===== config.mk =====
export PLATFORM = sky130hd
export DESIGN_NAME = tcp_port
export DESIGN_NICKNAME = d
export VERILOG_FILES = /design/src/inc/tcp_pkg.sv /design/src/logic/tcp_port.sv /design/src/logic/tcp_sync2.sv
export SDC_FILE = /design/constraint.sdc
export NUM_CORES = 1
export LEC_CHECK = 0
export ABC_AREA = 1
export BUFFER_PORTS_ARGS = -buffer_cell sky130_fd_sc_hd__buf_2
export CAP_MARGIN = 20
export CORE_MARGIN = 3
export CORE_UTILIZATION = 35
export CTS_BUF_LIST = sky130_fd_sc_hd__clkbuf_4
export DETAILED_ROUTE_END_ITERATION = 8
export PLACE_DENSITY = 0.52
export SLEW_MARGIN = 10
export SYNTH_ARGS = -nofsm -noshare
export SYNTH_HDL_FRONTEND = slang
export SYNTH_SLANG_ARGS = --single-unit

===== constraint.sdc =====
create_clock -name core_clk_in -period 2.1 [get_ports core_clk_in]
set_clock_uncertainty 0.1 [all_clocks]
set_input_delay 0.21 -clock core_clk_in [delete_from_list [all_inputs] [get_ports core_clk_in]]
set_output_delay 0.21 -clock core_clk_in [all_outputs]
set_load 0.05 [all_outputs]

===== src/inc/tcp_pkg.sv =====
package tcp_pkg;

    // host port widths
    localparam int unsigned DATA_W      = 8;
    localparam int unsigned ADDR_W      = 4;
    localparam int unsigned CFG_REGS    = 10;

    // register addresses
    localparam logic [3:0] ADDR_CLK_CTL  = 4'h7;
    localparam logic [3:0] ADDR_FMT_CTL  = 4'h8;
    localparam logic [3:0] ADDR_SYS_CTL  = 4'h9;
    localparam logic [3:0] ADDR_ONESHOT  = 4'hA;
    localparam logic [3:0] ADDR_CHKSUM   = 4'hB;
    localparam logic [3:0] ADDR_I_LO     = 4'hC;
    localparam logic [3:0] ADDR_I_HI     = 4'hD;
    localparam logic [3:0] ADDR_Q_LO     = 4'hE;
    localparam logic [3:0] ADDR_Q_HI     = 4'hF;

    // field positions
    localparam int unsigned CLK_LOSS_DIS_BIT = 5;
    localparam int unsigned FMT_REAL_BIT     = 0;
    localparam int unsigned SYS_READY_BIT    = 0;
    localparam int unsigned SYS_MISSED_BIT   = 1;
    localparam int unsigned SYS_SRC_INT_BIT  = 2;
    localparam int unsigned SYS_SS_OFF_BIT   = 3;
    localparam int unsigned SYS_SHORT_BIT    = 4;
    localparam int unsigned SYS_DIAG_BIT     = 5;
    localparam int unsigned SYS_IRQ_EN_BIT   = 6;
    localparam int unsigned SYS_PDOWN_BIT    = 7;

    // reset values
    localparam logic [7:0] CFG_RESET    = 8'h00;
    localparam logic [7:0] READ_ZERO    = 8'h00;

    // sync counter periods
    localparam int unsigned SYNC_CNT_W     = 20;
    localparam logic [19:0] SYNC_LONG_LAST = 20'hFFFFF;
    localparam logic [19:0] SYNC_SHORT_LAST = 20'h000FF;

    // timing
    localparam int unsigned CLK_PERIOD_PS   = 5000;
    localparam int unsigned LOSS_TIME_MS    = 2;
    localparam int unsigned LOSS_CYCLES     =
        (LOSS_TIME_MS * 1000000000) / CLK_PERIOD_PS;
    localparam int unsigned ONESHOT_TIME_NS = 20;
    localparam int unsigned ONESHOT_CYCLES  =
        (ONESHOT_TIME_NS * 1000 + CLK_PERIOD_PS - 1) / CLK_PERIOD_PS;
    localparam logic [3:0]  ONESHOT_LAST    = 4'(ONESHOT_CYCLES - 1);

    // host strobe and address group
    typedef struct packed {
        logic       ce_n;
        logic       rd_n;
        logic       wr_n;
        logic [3:0] addr;
        logic [7:0] data;
    } tcp_host_s;

    // access state
    typedef enum logic [1:0] {
        ACC_IDLE,
        ACC_READ,
        ACC_WRITE
    } tcp_acc_e;

endpackage


===== src/logic/tcp_port.sv =====
// What this block does
// - port: 8-bit two-way data, 4-bit address, read, write, chip enable
// - each 8-bit configuration register has its own 4-bit address
// - host reads: address, enable low, read low; device drives register
// - data bus released while enable high or write strobe low
// - read strobe held low selects legacy select plus read/write mode
// - addresses 12-13 give in-phase sample, 14-15 quadrature sample
// - real mode: in-phase holds even samples, quadrature holds odd
// - control register 9 holds sample-ready and sample-missed flags
// - interrupt output signals that a new sample is ready
// - address 11 reads diagnostic checksum values
// - access to address 10 fires one pulse on one-shot output
// - sync strobe comes from external sync input or internal counter
// - internal counter follows external sync unless follow disabled
// - internal counter period is 256 or 2^20 clocks
// - in diagnostics counter clears datapaths and strobes checksum
// - in normal mode counter can resynchronize all chip counters
// - register 7 bit 5 stops loss detect, register 9 bit 7 powers down
// - both low power bits clear at reset
// - clock stopped means static power-down until clock resumes
// - clock stopped beyond 2 ms declares loss, enters power-down
`timescale 1ns/10ps
module tcp_port #(
    parameter int unsigned LOSS_CYCLES = tcp_pkg::LOSS_CYCLES
) (
    // clock and reset
    input  wire logic        core_clk_in,
    input  wire logic        arst_n_in,
    // host port
    input  wire logic        ce_n_in,
    input  wire logic        rd_strobe_n_in,
    input  wire logic        wr_strobe_n_in,
    input  wire logic [3:0]  addr_in,
    input  wire logic [7:0]  data_in,
    output logic [7:0]       data_out,
    output logic             data_oe_out,
    output logic             irq_out,
    output logic             oneshot_out_n,
    // sample capture
    input  wire logic        sample_valid_in,
    input  wire logic [15:0] sample_i_in,
    input  wire logic [15:0] sample_q_in,
    input  wire logic [7:0]  checksum_in,
    // sync
    input  wire logic        sys_sync_n_in,
    output logic             sync_strobe_out,
    output logic             datapath_clear_out,
    output logic             checksum_strobe_out,
    // clock monitor and power
    input  wire logic        clk_halt_in,
    output logic             clk_lost_out,
    output logic             power_down_out,
    // configuration to datapaths
    output logic [79:0]      cfg_out
);

    ////////////////////////////////////////////////////////////////////////
    // host pin synchronizers

    tcp_pkg::tcp_host_s host_pin;
    tcp_pkg::tcp_host_s host_s;
    logic               ss_n_s;

    assign host_pin.ce_n = ce_n_in;
    assign host_pin.rd_n = rd_strobe_n_in;
    assign host_pin.wr_n = wr_strobe_n_in;
    assign host_pin.addr = addr_in;
    assign host_pin.data = data_in;

    tcp_sync2 #(
        .W    (15),
        .INIT (15'h7000)
    ) u_host_sync (
        .core_clk_in (core_clk_in),
        .arst_n_in   (arst_n_in),
        .d_in        (host_pin),
        .q_out       (host_s)
    );

    tcp_sync2 #(
        .W    (1),
        .INIT (1'b1)
    ) u_ss_sync (
        .core_clk_in (core_clk_in),
        .arst_n_in   (arst_n_in),
        .d_in        (sys_sync_n_in),
        .q_out       (ss_n_s)
    );

    ////////////////////////////////////////////////////////////////////////
    // access decode

    logic             legacy_r;
    tcp_pkg::tcp_acc_e acc_r;
    tcp_pkg::tcp_acc_e acc_nxt;
    logic [3:0]       acc_addr_r;
    logic [7:0]       wdata_r;
    logic             ss_prev_r;
    logic             wr_fire;
    logic             rd_done;
    logic             ss_fall;

    // mode is picked while the port is idle
    always_ff @(posedge core_clk_in or negedge arst_n_in) begin
        if (!arst_n_in) begin
            legacy_r <= 1'b0;
        end else if (host_s.ce_n) begin
            legacy_r <= ~host_s.rd_n;
        end
    end

    always_comb begin
        acc_nxt = tcp_pkg::ACC_IDLE;
        if (!host_s.ce_n) begin
            if (legacy_r) begin
                acc_nxt = host_s.wr_n ? tcp_pkg::ACC_READ
                                      : tcp_pkg::ACC_WRITE;
            end else if (!host_s.wr_n && host_s.rd_n) begin
                acc_nxt = tcp_pkg::ACC_WRITE;
            end else if (!host_s.rd_n && host_s.wr_n) begin
                acc_nxt = tcp_pkg::ACC_READ;
            end
        end
    end

    always_ff @(posedge core_clk_in or negedge arst_n_in) begin
        if (!arst_n_in) begin
            acc_r      <= tcp_pkg::ACC_IDLE;
            acc_addr_r <= 4'h0;
            wdata_r    <= 8'h00;
        end else begin
            acc_r <= acc_nxt;
            if (acc_nxt != tcp_pkg::ACC_IDLE) begin
                acc_addr_r <= host_s.addr;
            end
            if (acc_nxt == tcp_pkg::ACC_WRITE) begin
                wdata_r <= host_s.data;
            end
        end
    end

    // one write per strobe, taken as the strobe goes away
    assign wr_fire = (acc_r == tcp_pkg::ACC_WRITE) &&
                     (acc_nxt != tcp_pkg::ACC_WRITE);
    assign rd_done = (acc_r == tcp_pkg::ACC_READ) &&
                     (acc_nxt != tcp_pkg::ACC_READ);

    always_ff @(posedge core_clk_in or negedge arst_n_in) begin
        if (!arst_n_in) begin
            ss_prev_r <= 1'b1;
        end else begin
            ss_prev_r <= ss_n_s;
        end
    end

    assign ss_fall = ss_prev_r && !ss_n_s;

    ////////////////////////////////////////////////////////////////////////
    // configuration registers

    logic [7:0] cfg_r [0:tcp_pkg::CFG_REGS-1];
    logic       ready_r;
    logic       missed_r;

    function automatic logic is_cfg(input logic [3:0] a);
        is_cfg = (a <= tcp_pkg::ADDR_SYS_CTL);
    endfunction

    always_ff @(posedge core_clk_in or negedge arst_n_in) begin
        if (!arst_n_in) begin
            for (int k = 0; k < tcp_pkg::CFG_REGS; k++) begin
                cfg_r[k] <= tcp_pkg::CFG_RESET;
            end
        end else if (wr_fire && is_cfg(acc_addr_r)) begin
            cfg_r[acc_addr_r] <= wdata_r;
        end
    end

    always_comb begin
        for (int k = 0; k < tcp_pkg::CFG_REGS; k++) begin
            cfg_out[k*8 +: 8] = cfg_r[k];
        end
    end

    logic clk_loss_dis;
    logic real_mode;
    logic src_int;
    logic ss_off;
    logic short_per;
    logic diag_mode;
    logic irq_en;
    logic force_pd;

    assign clk_loss_dis =
        cfg_r[tcp_pkg::ADDR_CLK_CTL][tcp_pkg::CLK_LOSS_DIS_BIT];
    assign real_mode  = cfg_r[tcp_pkg::ADDR_FMT_CTL][tcp_pkg::FMT_REAL_BIT];
    assign src_int    = cfg_r[tcp_pkg::ADDR_SYS_CTL][tcp_pkg::SYS_SRC_INT_BIT];
    assign ss_off     = cfg_r[tcp_pkg::ADDR_SYS_CTL][tcp_pkg::SYS_SS_OFF_BIT];
    assign short_per  = cfg_r[tcp_pkg::ADDR_SYS_CTL][tcp_pkg::SYS_SHORT_BIT];
    assign diag_mode  = cfg_r[tcp_pkg::ADDR_SYS_CTL][tcp_pkg::SYS_DIAG_BIT];
    assign irq_en     = cfg_r[tcp_pkg::ADDR_SYS_CTL][tcp_pkg::SYS_IRQ_EN_BIT];
    assign force_pd   =
        cfg_r[tcp_pkg::ADDR_SYS_CTL][tcp_pkg::SYS_PDOWN_BIT];

    ////////////////////////////////////////////////////////////////////////
    // sample capture

    logic [15:0] cap_i_r;
    logic [15:0] cap_q_r;
    logic        odd_r;
    logic        pair_done;
    logic        ready_clr;

    // real stream arrives on the in-phase input only
    always_ff @(posedge core_clk_in or negedge arst_n_in) begin
        if (!arst_n_in) begin
            cap_i_r <= 16'h0000;
            cap_q_r <= 16'h0000;
            odd_r   <= 1'b0;
        end else if (sample_valid_in) begin
            if (!real_mode) begin
                cap_i_r <= sample_i_in;
                cap_q_r <= sample_q_in;
                odd_r   <= 1'b0;
            end else if (!odd_r) begin
                cap_i_r <= sample_i_in;
                odd_r   <= 1'b1;
            end else begin
                cap_q_r <= sample_i_in;
                odd_r   <= 1'b0;
            end
        end
    end

    assign pair_done = sample_valid_in && (!real_mode || odd_r);
    // reading the last quadrature byte hands the sample back
    assign ready_clr = rd_done && (acc_addr_r == tcp_pkg::ADDR_Q_HI);

    // a new sample beats a clear in the same cycle
    always_ff @(posedge core_clk_in or negedge arst_n_in) begin
        if (!arst_n_in) begin
            ready_r  <= 1'b0;
            missed_r <= 1'b0;
        end else begin
            if (pair_done) begin
                ready_r <= 1'b1;
            end else if (ready_clr) begin
                ready_r <= 1'b0;
            end
            if (pair_done && ready_r && !ready_clr) begin
                missed_r <= 1'b1;
            end else if (wr_fire && acc_addr_r == tcp_pkg::ADDR_SYS_CTL &&
                         !wdata_r[tcp_pkg::SYS_MISSED_BIT]) begin
                missed_r <= 1'b0;
            end
        end
    end

    assign irq_out = ready_r && irq_en;

    ////////////////////////////////////////////////////////////////////////
    // read data path

    function automatic logic [7:0] read_mux(input logic [3:0] a);
        logic [7:0] v;
        v = tcp_pkg::READ_ZERO;
        case (a)
            tcp_pkg::ADDR_SYS_CTL: begin
                v = cfg_r[tcp_pkg::ADDR_SYS_CTL];
                v[tcp_pkg::SYS_READY_BIT]  = ready_r;
                v[tcp_pkg::SYS_MISSED_BIT] = missed_r;
            end
            tcp_pkg::ADDR_ONESHOT: v = tcp_pkg::READ_ZERO;
            tcp_pkg::ADDR_CHKSUM:  v = checksum_in;
            tcp_pkg::ADDR_I_LO:    v = cap_i_r[7:0];
            tcp_pkg::ADDR_I_HI:    v = cap_i_r[15:8];
            tcp_pkg::ADDR_Q_LO:    v = cap_q_r[7:0];
            tcp_pkg::ADDR_Q_HI:    v = cap_q_r[15:8];
            default: begin
                if (is_cfg(a)) begin
                    v = cfg_r[a];
                end
            end
        endcase
        read_mux = v;
    endfunction

    always_ff @(posedge core_clk_in or negedge arst_n_in) begin
        if (!arst_n_in) begin
            data_out <= 8'h00;
        end else begin
            data_out <= read_mux(host_s.addr);
        end
    end

    // drive only during a read; release on enable high or write low
    assign data_oe_out = (acc_r == tcp_pkg::ACC_READ) &&
                         (acc_nxt == tcp_pkg::ACC_READ);

    ////////////////////////////////////////////////////////////////////////
    // one-shot pulse

    logic [3:0] os_cnt_r;
    logic       os_busy_r;

    always_ff @(posedge core_clk_in or negedge arst_n_in) begin
        if (!arst_n_in) begin
            os_busy_r <= 1'b0;
            os_cnt_r  <= 4'h0;
        end else if ((wr_fire || rd_done) &&
                     acc_addr_r == tcp_pkg::ADDR_ONESHOT) begin
            os_busy_r <= 1'b1;
            os_cnt_r  <= 4'h0;
        end else if (os_busy_r) begin
            if (os_cnt_r == tcp_pkg::ONESHOT_LAST) begin
                os_busy_r <= 1'b0;
            end
            os_cnt_r <= os_cnt_r + 4'h1;
        end
    end

    assign oneshot_out_n = ~os_busy_r;

    ////////////////////////////////////////////////////////////////////////
    // internal sync counter

    logic [19:0] sync_cnt_r;
    logic [19:0] sync_last;
    logic        sync_wrap;
    logic        int_sync_r;

    assign sync_last = short_per ? tcp_pkg::SYNC_SHORT_LAST
                                 : tcp_pkg::SYNC_LONG_LAST;
    assign sync_wrap = (sync_cnt_r >= sync_last);

    always_ff @(posedge core_clk_in or negedge arst_n_in) begin
        if (!arst_n_in) begin
            sync_cnt_r <= 20'h00000;
            int_sync_r <= 1'b0;
        end else begin
            int_sync_r <= sync_wrap;
            if (ss_fall && !ss_off) begin
                sync_cnt_r <= 20'h00000;
            end else if (sync_wrap) begin
                sync_cnt_r <= 20'h00000;
            end else begin
                sync_cnt_r <= sync_cnt_r + 20'h00001;
            end
        end
    end

    always_ff @(posedge core_clk_in or negedge arst_n_in) begin
        if (!arst_n_in) begin
            sync_strobe_out     <= 1'b0;
            datapath_clear_out  <= 1'b0;
            checksum_strobe_out <= 1'b0;
        end else begin
            sync_strobe_out     <= src_int ? int_sync_r
                                           : ss_fall;
            datapath_clear_out  <= diag_mode && int_sync_r;
            checksum_strobe_out <= diag_mode && int_sync_r;
        end
    end

    ////////////////////////////////////////////////////////////////////////
    // clock loss and power-down

    logic [31:0] halt_cnt_r;
    logic        lost_r;

    // the monitor reports a halted clock; loss holds until it resumes
    always_ff @(posedge core_clk_in or negedge arst_n_in) begin
        if (!arst_n_in) begin
            halt_cnt_r <= 32'h00000000;
            lost_r     <= 1'b0;
        end else if (!clk_halt_in || clk_loss_dis) begin
            halt_cnt_r <= 32'h00000000;
            lost_r     <= 1'b0;
        end else if (halt_cnt_r > 32'(LOSS_CYCLES)) begin
            lost_r     <= 1'b1;
        end else begin
            halt_cnt_r <= halt_cnt_r + 32'h00000001;
        end
    end

    assign clk_lost_out   = lost_r;
    assign power_down_out = force_pd || lost_r;

endmodule // tcp_port


===== src/logic/tcp_sync2.sv =====
`timescale 1ns/10ps
module tcp_sync2 #(
    parameter int unsigned W = 1,
    parameter logic [W-1:0] INIT = '1
) (
    // clock and reset
    input  wire logic         core_clk_in,
    input  wire logic         arst_n_in,
    // level in and out
    input  wire logic [W-1:0] d_in,
    output logic [W-1:0]      q_out
);

    logic [W-1:0] meta_r;
    logic [W-1:0] hold_r;

    // first stage feeds only the second stage
    always_ff @(posedge core_clk_in or negedge arst_n_in) begin
        if (!arst_n_in) begin
            meta_r <= INIT;
            hold_r <= INIT;
        end else begin
            meta_r <= d_in;
            hold_r <= meta_r;
        end
    end

    assign q_out = hold_r;

endmodule // tcp_sync2


==> results_dict.tcl, run 1 <==
set metrics [dict create \
    worstSetupEndpointType "output pin" \
    dp_slack_ns 0.184 \
    clk_latency_ns 0.66 \
    start_kind "flip-flop" \
    viasPerCell 4.83 \
    finalPower_mw 14.2 \
    placed_cells 1802 \
    grt_max_degree 79 \
    rows 64 \
    rsz0062_at_grt "yes" \
    clock_sinks 232 \
    vdd_drop_max_mv 0.819 \
    finalCritPeriodShare 0.958 \
    area_growth_pct 27.4 \
    path_max_fanout 2 \
    htree_levels 3 \
    max_slew.worst_pin.slew_ns 0.627 \
    fp.dieH_um 183 \
    cts_made_buffers 69 \
    drv_slew 0 \
    yosysTopAreaCell "dfrtp_1" \
    avgSynthCellArea_sq_um 8.56 \
    final_nets 1627 \
    maxSlewHeadroom 0.582 \
    synth-edff-count 0 \
    grt_pass1_vias 9684 \
    dpl.hpwl_um 22900 \
    synth_top_area_share 0.512 \
    setup_violations 0 \
    overflow 0 \
    clk_pin_slew_ns 0.07 \
    reg2reg_depth 10 \
    drt_wl_total_um 33300 \
    cts_buffer_depth 3 \
    hold_path_class "primary input to async pin" \
    antenna_found_initial 1 \
    nFillCells 3099 \
    syn_nets 1350 \
    root_buffer "clkbuf_4" \
    wl_per_cell_um 16.7 \
    synth_seq_cells 232 \
    power.leakage_nw 6.86 \
    ys_warn_count 0 \
    instances_no_fill 1998 \
    vias 9657 \
    critPathRequiredTime_ns 1.79 \
    io_pins 156 \
    synth_most_common_cell "nand2_1" \
    drtPass1Iterations 4 \
    post-route-drc-count 0 \
    arrival_ns 1.70 \
    gp_congestion 0.854 \
    synthArstFlopShare 1.00 \
    hold_slack_ns 0.0707 \
    cts_tree "built" \
    synth_ff_type "dfrtp_1" \
    portBuffers 155 \
    stdcell_area_sq_um 13900 \
    synth_common_cells "nand2_1, dfrtp_1, nor2_1" \
    grt_use_total 0.200 \
    synth_cell_types 40 \
    max_cap_violations 0 \
    drt_iter0_markers 628 \
    initial_core_util 0.356 \
    placed_area_sq_um 12200 \
    yosys-top-cells-area "dfrtp_1, nand2_1, nor2_1" \
    status "finished clean" \
    critPathKind "flip-flop to output pin" \
    die_area_sq_um 33300 \
    grt_pass1_wl_um 52900 \
    yosysSeqAreaShare 0.533 \
    power.density_nw_per_um2 1020 \
    layout_setup_ws_ns 0.0887 \
    drive_above_1_share 0.227 \
    die_x_um 183 \
    detail-route-antenna-nets 0 \
    layout_min_cycle_time_ns 2.01 \
    coreArea_sq_um 30700 \
    finalHoldViolCount 0 \
    syn_inst 1274 \
    max_clock_freq_mhz 497 \
    syn_area_sq_um 10900 \
]
-- what timing repair did --
action,in CTS,in global routing
gates resized for setup,7,5
cloned,0,1
setup buffers,1,1
hold buffers,71,0
pin swaps,2,2
setup endpoints to repair,1,8
hold endpoints to repair,297,0
-- where the power goes --
part	total [mW]	internal, mW	switching, mW	leakage, nW
logic	3.89	1.07	2.83	3.32
clock network	4.50	2.55	1.95	0.545
registers	5.80	5.17	0.632	3.00
total	14.2	8.78	5.41	6.86
-- registers in the layout, indices dropped and copies added, names as in the netlist, 2 cells and up --
signal,flops
cap_i_r,16
cap_q_r,16
halt_cnt_r,32
os_cnt_r,4
u_host_sync.q_out,15
sync_cnt_r,20
cfg_out,80
wdata_r,8
data_out,8
acc_r,2
acc_addr_r,4
u_host_sync.meta_r,15
-- cells in the final DEF, fill, tap and decap left out, types with 17 or more instances in the layout --
| cell type | count |
|---|---|
| xor2_1 | 17 |
| o21ai_2 | 17 |
| nand3_1 | 59 |
| clkbuf_4 | 107 |
| o21ai_0 | 65 |
| dlygate4sd3_1 | 70 |
| o21ai_1 | 51 |
| inv_1 | 103 |
| nand2_1 | 364 |
| a21oi_1 | 18 |
| buf_2 | 153 |
| dfrtp_1 | 222 |
| nand4_1 | 47 |
| nor2_1 | 136 |
| buf_4 | 26 |
-- per-layer routing --
| layer | GRT usage | vias up | part of all wire |
|---|---|---|---|
| met5 | 0 | - | 0 |
| met4 | 0.0570 | 0 | 0.019 |
| met3 | 0.0494 | 54 | 0.065 |
| met2 | 0.305 | 292 | 0.45 |
| met1 | 0.284 | 4584 | 0.47 |
| li1 | - | 4727 | - |
-- path summary, 6_finish.rpt --
check | start | endpoint | slack, ns
worst max register to register | u_host_sync.q_out[9] | data_out[7] | 0.16
min in group core_clk_in | rd_strobe_n_in | u_host_sync.meta_r[13] | 0.11
worst min register to register | u_host_sync.meta_r[7] | u_host_sync.q_out[7] | 0.25
max in group asynchronous | arst_n_in | cfg_out[7] | 1.39
worst min-delay path | arst_n_in | clk_lost_out | 0.07
worst max-delay path | u_host_sync.q_out[12] | data_oe_out | 0.09
-- metrics by stage --
stage / TNS [ns] / util
after global placement: 0 / 0.397
final: 0 / 0.453
after global routing: -0.0324 / 0.453
after detailed placement: 0 / 0.397
after CTS: -0.0584 / 0.451
after floorplan: 0 / -
-- critical path: stages (launching register included) --
cell and delay [ns]:
dfstp_2 0.54, inv_2 0.04, nor2_4 0.08, nand2_2 0.07, nor3_4 0.15, buf_6 0.18
-- layout make-up --
cell class	instances	area (sq um)	share of cell area
clock inverter	14	105	0.00756
timing repair buffer	261	1890	0.136
tap	396	495	0.0356
sequential	232	5820	0.419
antenna	1	2.50	0.000180
clock buffer	107	803	0.0578
inverter	107	402	0.0289
multi-input combinational	880	4380	0.315
-- logic make-up after synthesis --
logic type,after synthesis,share of synthesized area
simple gates,651,0.259
fa+ha+maj,16,0.0184
mux,3,0.00310
buf+inv,162,0.0692
flops,232,0.533
compound gates,184,0.0966
xor+xnor,26,0.0209
Note: power is estimated with default switching activity, not from simulation.
==> run 2: changes to the inputs <==
CORE_UTILIZATION = 55   (was 35)
PLACE_DENSITY = 0.76   (was 0.52)
==> results_dict.tcl, run 2 (synthesis gave the netlist of run 1 again) <==
set metrics [dict create \
    status "finished clean" \
    antenna_found_initial 2 \
    final_nets 1625 \
    gp_congestion 0.961 \
    final_common_cell "nand2_1" \
    rsz0062_at_grt "yes" \
    io_pins 156 \
    stdcell_area_sq_um 13600 \
    die_area_sq_um 21600 \
    finalCritPeriodShare 1.00 \
    gr-usage-met2 0.453 \
    grt_pass1_vias 9672 \
    critPathRequiredTime_ns 1.79 \
    clock_sinks 232 \
    placed_area_sq_um 12000 \
    grt_max_degree 64 \
    path_max_fanout 2 \
    rows 50 \
    reg2reg_depth 6 \
    critPathTopFamily "flip-flops" \
    grtUsageMet1 0.392 \
    post-route-drc-count 0 \
    grt_use_total 0.291 \
    start_kind "flip-flop" \
    holdPathEnd "u_host_sync.meta_r[9]" \
    dpl.hpwl_um 20600 \
    drtPass1Iterations 5 \
    cts_buffer_depth 3 \
    worst-path-buf-inv 2 \
    busiest_layer "met2" \
    cts_made_buffers 60 \
    portBuffers 155 \
    layout_common_cells "nand2_1, dfrtp_1, buf_2" \
    drive_above_1_share 0.212 \
    arrival_ns 1.79 \
    dp_slack_ns 0.190 \
    power.density_nw_per_um2 986 \
    detail-route-antenna-nets 0 \
    drt_wl_total_um 31500 \
    critPathKind "flip-flop to output pin" \
    overflow 0 \
    clk_pin_slew_ns 0.06 \
    finalPower_mw 13.4 \
    max_slew.worst_pin.slew_ns 0.613 \
    hold_slack_ns 0.0633 \
    rr_startpoint "cfg_out[64]" \
    root_buffer "clkbuf_4" \
    drv_slew 0 \
    finalHoldViolCount 0 \
    wl_per_cell_um 16.9 \
    vdd_drop_max_mv 1.15 \
    min_from "addr_in[1]" \
    grtUsageMet3 0.0867 \
    layout_min_cycle_time_ns 2.10 \
    rrSetupSlack_ns 0.08 \
    worstSetupEndpointType "output pin" \
    largest_register_ffs 80 \
    viasPerCell 5.34 \
    grt_pass1_wl_um 50400 \
    drt_iter0_markers 750 \
    power.leakage_nw 6.77 \
    fp.dieH_um 147 \
    initial_core_util 0.572 \
    layout_setup_ws_ns 0.000507 \
    hold_path_depth 2 \
    clk_latency_ns 0.70 \
    r2r_end "cap_q_r[8]" \
    cp_cell_sequence "inv_2, nor2_4, nand2_2, nor3_4, buf_6" \
    max_cap_violations 0 \
    hold_path_class "primary input to flip-flop" \
    coreArea_sq_um 19100 \
    max_clock_freq_mhz 476 \
    setup_violations 0 \
    cpPeakStageDelay_ns 0.53 \
    cts_tree "built" \
    placed_cells 1666 \
    instances_no_fill 1860 \
    vias 9934 \
    htree_levels 2 \
    maxSlewHeadroom 0.591 \
    area_growth_pct 24.6 \
    critical-path-slowest-cell "dfstp_2" \
    die_x_um 147 \
]
-- run 2: timing repair --
action / CTS / global route
hold endpoints to repair: 296 / 0
pin swaps: 2 / 2
gates resized for setup: 7 / 8
hold buffers: 78 / 0
setup endpoints to repair: 1 / 16
buffers inserted: 1 / 1
cloned: 0 / 1
-- run 2: worst register-to-register path: stages, from the launching register on --
cell	delay [ns]
dfrtp_1	0.43
buf_4	0.22
a21oi_4	0.18
buf_12	0.17
nor2_1	0.07
a31oi_1	0.17
dlygate4sd3_1	0.58
-- run 2: metrics by stage --
stage,utilization,TNS [ns]
finish,0.712,0
global route,0.712,-0.0898
CTS,0.708,-0.109
detailed placement,0.628,0
global placement,0.628,0
floorplan,-,0
-- run 2: where the power goes --
part	internal [mW]	total (mW)	switching, mW
clock	1.77	3.66	1.89
combinational	1.10	3.93	2.83
sequential	5.17	5.80	0.639
total	8.04	13.4	5.36
-- run 2: worst max path at each step --
| stage | depth (start not counted) | slack, ns | startpoint | end |
|---|---|---|---|---|
| detailed placement | 7 | 0.19 | cfg_out[76] | sync_cnt_r[7] |
| global placement | 7 | 0.26 | cfg_out[76] | sync_cnt_r[17] |
| CTS | 5 | -0.11 | u_host_sync.q_out[12] | data_oe_out |
| floorplan | 4 | 0.006 | u_host_sync.q_out[12] | data_oe_out |
| global route | 5 | -0.09 | u_host_sync.q_out[12] | data_oe_out |
| finish | 5 | 0.0005 | u_host_sync.q_out[12] | data_oe_out |
-- run 2: layout make-up --
cell class                 instances  area, sq um
sequential                       232         5820
fill                            1496         5490
timing repair buffer             268         1940
clock buffer                      79          593
clock inverter                    32          129
antenna                            2         5.00
inverter                         107          402
tap                              260          325
multi-input combinational        880         4370
-- run 2: routing by layer --
metal / share of wire / wire length (um)
met1: 0.41 / 13000
met2: 0.46 / 14500
met3: 0.096 / 3030
met4: 0.031 / 984
met5: 0 / 0
==> run 3: changes to the inputs <==
PLACE_DENSITY = 0.75   (was 0.76)
==> results_dict.tcl, run 3 (synthesis gave the netlist of run 1 again) <==
set metrics [dict create \
    status "finished clean" \
    finalPower_mw 13.5 \
    power.leakage_nw 6.75 \
    switchingPower_mw 5.24 \
    grt_use_total 0.288 \
    clock_sinks 232 \
    initial_core_util 0.572 \
    worst-path-buf-inv 2 \
    grt_max_degree 72 \
    cts_buffer_depth 3 \
    cts_tree "built" \
    arrival_ns 1.75 \
    cts_made_buffers 59 \
    critPathTopFamily "flip-flops" \
    post-route-drc-count 0 \
    p_int_mw 8.21 \
    coreArea_sq_um 19100 \
    max_cap_violations 0 \
    overflow 0 \
    vdd_drop_max_mv 1.12 \
    critPathKind "flip-flop to output pin" \
    root_buffer "clkbuf_4" \
    clk_pin_slew_ns 0.06 \
    rows 50 \
    seq_area_sq_um 5820 \
    antenna_found_initial 0 \
    nFillCells 1500 \
    clkPwrFrac 0.282 \
    path_max_fanout 2 \
    drv_slew 0 \
    detail-route-antenna-nets 0 \
    vias 9843 \
    layout_common_cells "nand2_1, dfrtp_1, buf_2" \
    die_area_sq_um 21600 \
    finalCritPeriodShare 0.979 \
    largest_register_ffs 80 \
    finalHoldViolCount 0 \
    clk_latency_ns 0.68 \
    die_x_um 147 \
    io_pins 156 \
    portBuffers 155 \
    critPathRequiredTime_ns 1.79 \
    rrSetupSlack_ns 0.14 \
    maxSlewHeadroom 0.583 \
    combPwrFrac 0.286 \
    drt_wl_total_um 30800 \
    layout_min_cycle_time_ns 2.06 \
    final_common_cell "nand2_1" \
    worstSetupEndpointType "output pin" \
    grt_pass1_vias 9627 \
    drive_above_1_share 0.217 \
    multi_input_area_sq_um 4360 \
    cp_cell_sequence "inv_2, nor2_2, nand2_2, nor3_4, buf_6" \
    swShare 0.390 \
    final_nets 1617 \
    setup_violations 0 \
    power.share.sequential 0.432 \
    max_clock_freq_mhz 487 \
    drt_iter0_markers 777 \
    hold_path_class "primary input to async pin" \
    drtPass1Iterations 6 \
    wl_per_cell_um 16.7 \
    htree_levels 2 \
    area_growth_pct 23.9 \
    fp.dieH_um 147 \
    cpPeakStageDelay_ns 0.54 \
    gp_congestion 0.985 \
    viasPerCell 5.33 \
    fin_util 0.709 \
    dpl.hpwl_um 20900 \
    power.density_nw_per_um2 995 \
    critical-path-slowest-cell "dfstp_2" \
    antenna_cells 0 \
    rsz0062_at_grt "yes" \
    grt_pass1_wl_um 50000 \
    start_kind "flip-flop" \
    max_slew.worst_pin.slew_ns 0.625 \
]
## run 3: stage by stage
stage | cells | setup TNS [ns] | setup slack, ns | cell area [sq um] | hold slack [ns]
6_report | 1848 | 0 | 0.0447 | 13500 | 0.0201
5_1_grt | 1848 | -0.0572 | -0.0572 | 13500 | 0.0267
4_1_cts | 1848 | -0.0584 | -0.0584 | 13500 | 0.0157
3_5_place_dp | 1666 | 0 | 0.214 | 12000 | 0.136
3_3_place_gp | 1666 | 0 | 0.281 | 12000 | 0.137
2_1_floorplan | 1274 | 0 | 0.00611 | 10900 | -0.186
## run 3: final cells by class
type	instances	share of cell area
flip-flops and latches	232	0.430
multi-input cells	880	0.322
repair buffers	261	0.137
clock buffers	93	0.0516
inverters	107	0.0297
well taps	260	0.0241
clock inverters	15	0.00426
## run 3: final timing paths
kind	start	end	depth (start not counted)
max in group asynchronous	arst_n_in	u_host_sync.q_out[13]	3
worst min-delay path	arst_n_in	data_out[1]	2
min in group core_clk_in	addr_in[0]	u_host_sync.meta_r[8]	2
worst max-delay path	u_host_sync.q_out[12]	data_oe_out	5
worst min register to register	u_host_sync.meta_r[5]	u_host_sync.q_out[5]	0
worst max register to register	cfg_out[64]	cap_q_r[12]	5
## run 3: worst reg2reg max path, cell delays in order, from the launching register on
cell	delay [ns]
dfrtp_2	0.47
a21oi_2	0.15
buf_4	0.32
o211ai_1	0.17
dlygate4sd3_1	0.60
o21ai_0	0.08
## run 3: timing repair
item                       CTS  global route
setup endpoints to repair    1             6
hold endpoints to repair   303             0
hold buffers                73             0
resized for setup            6             2
pin swaps                    2             1
buffers inserted             1             0
## run 3: power groups by stage
stage	Clock, mW	Sequential [mW]	Combinational [mW]
2_1_floorplan	0	6.98	1.30
4_1_cts	3.88	5.78	3.82
3_3_place_gp	0	5.84	3.57
5_1_grt	4.16	5.87	4.14
6_report	3.80	5.81	3.85
3_5_place_dp	0	5.85	3.63
## run 3: routing by layer
metal / routed length [um] / track usage
met5: 0 / 0
met4: 1030 / 0.119
met3: 2660 / 0.0774
met2: 13900 / 0.442
met1: 13200 / 0.391
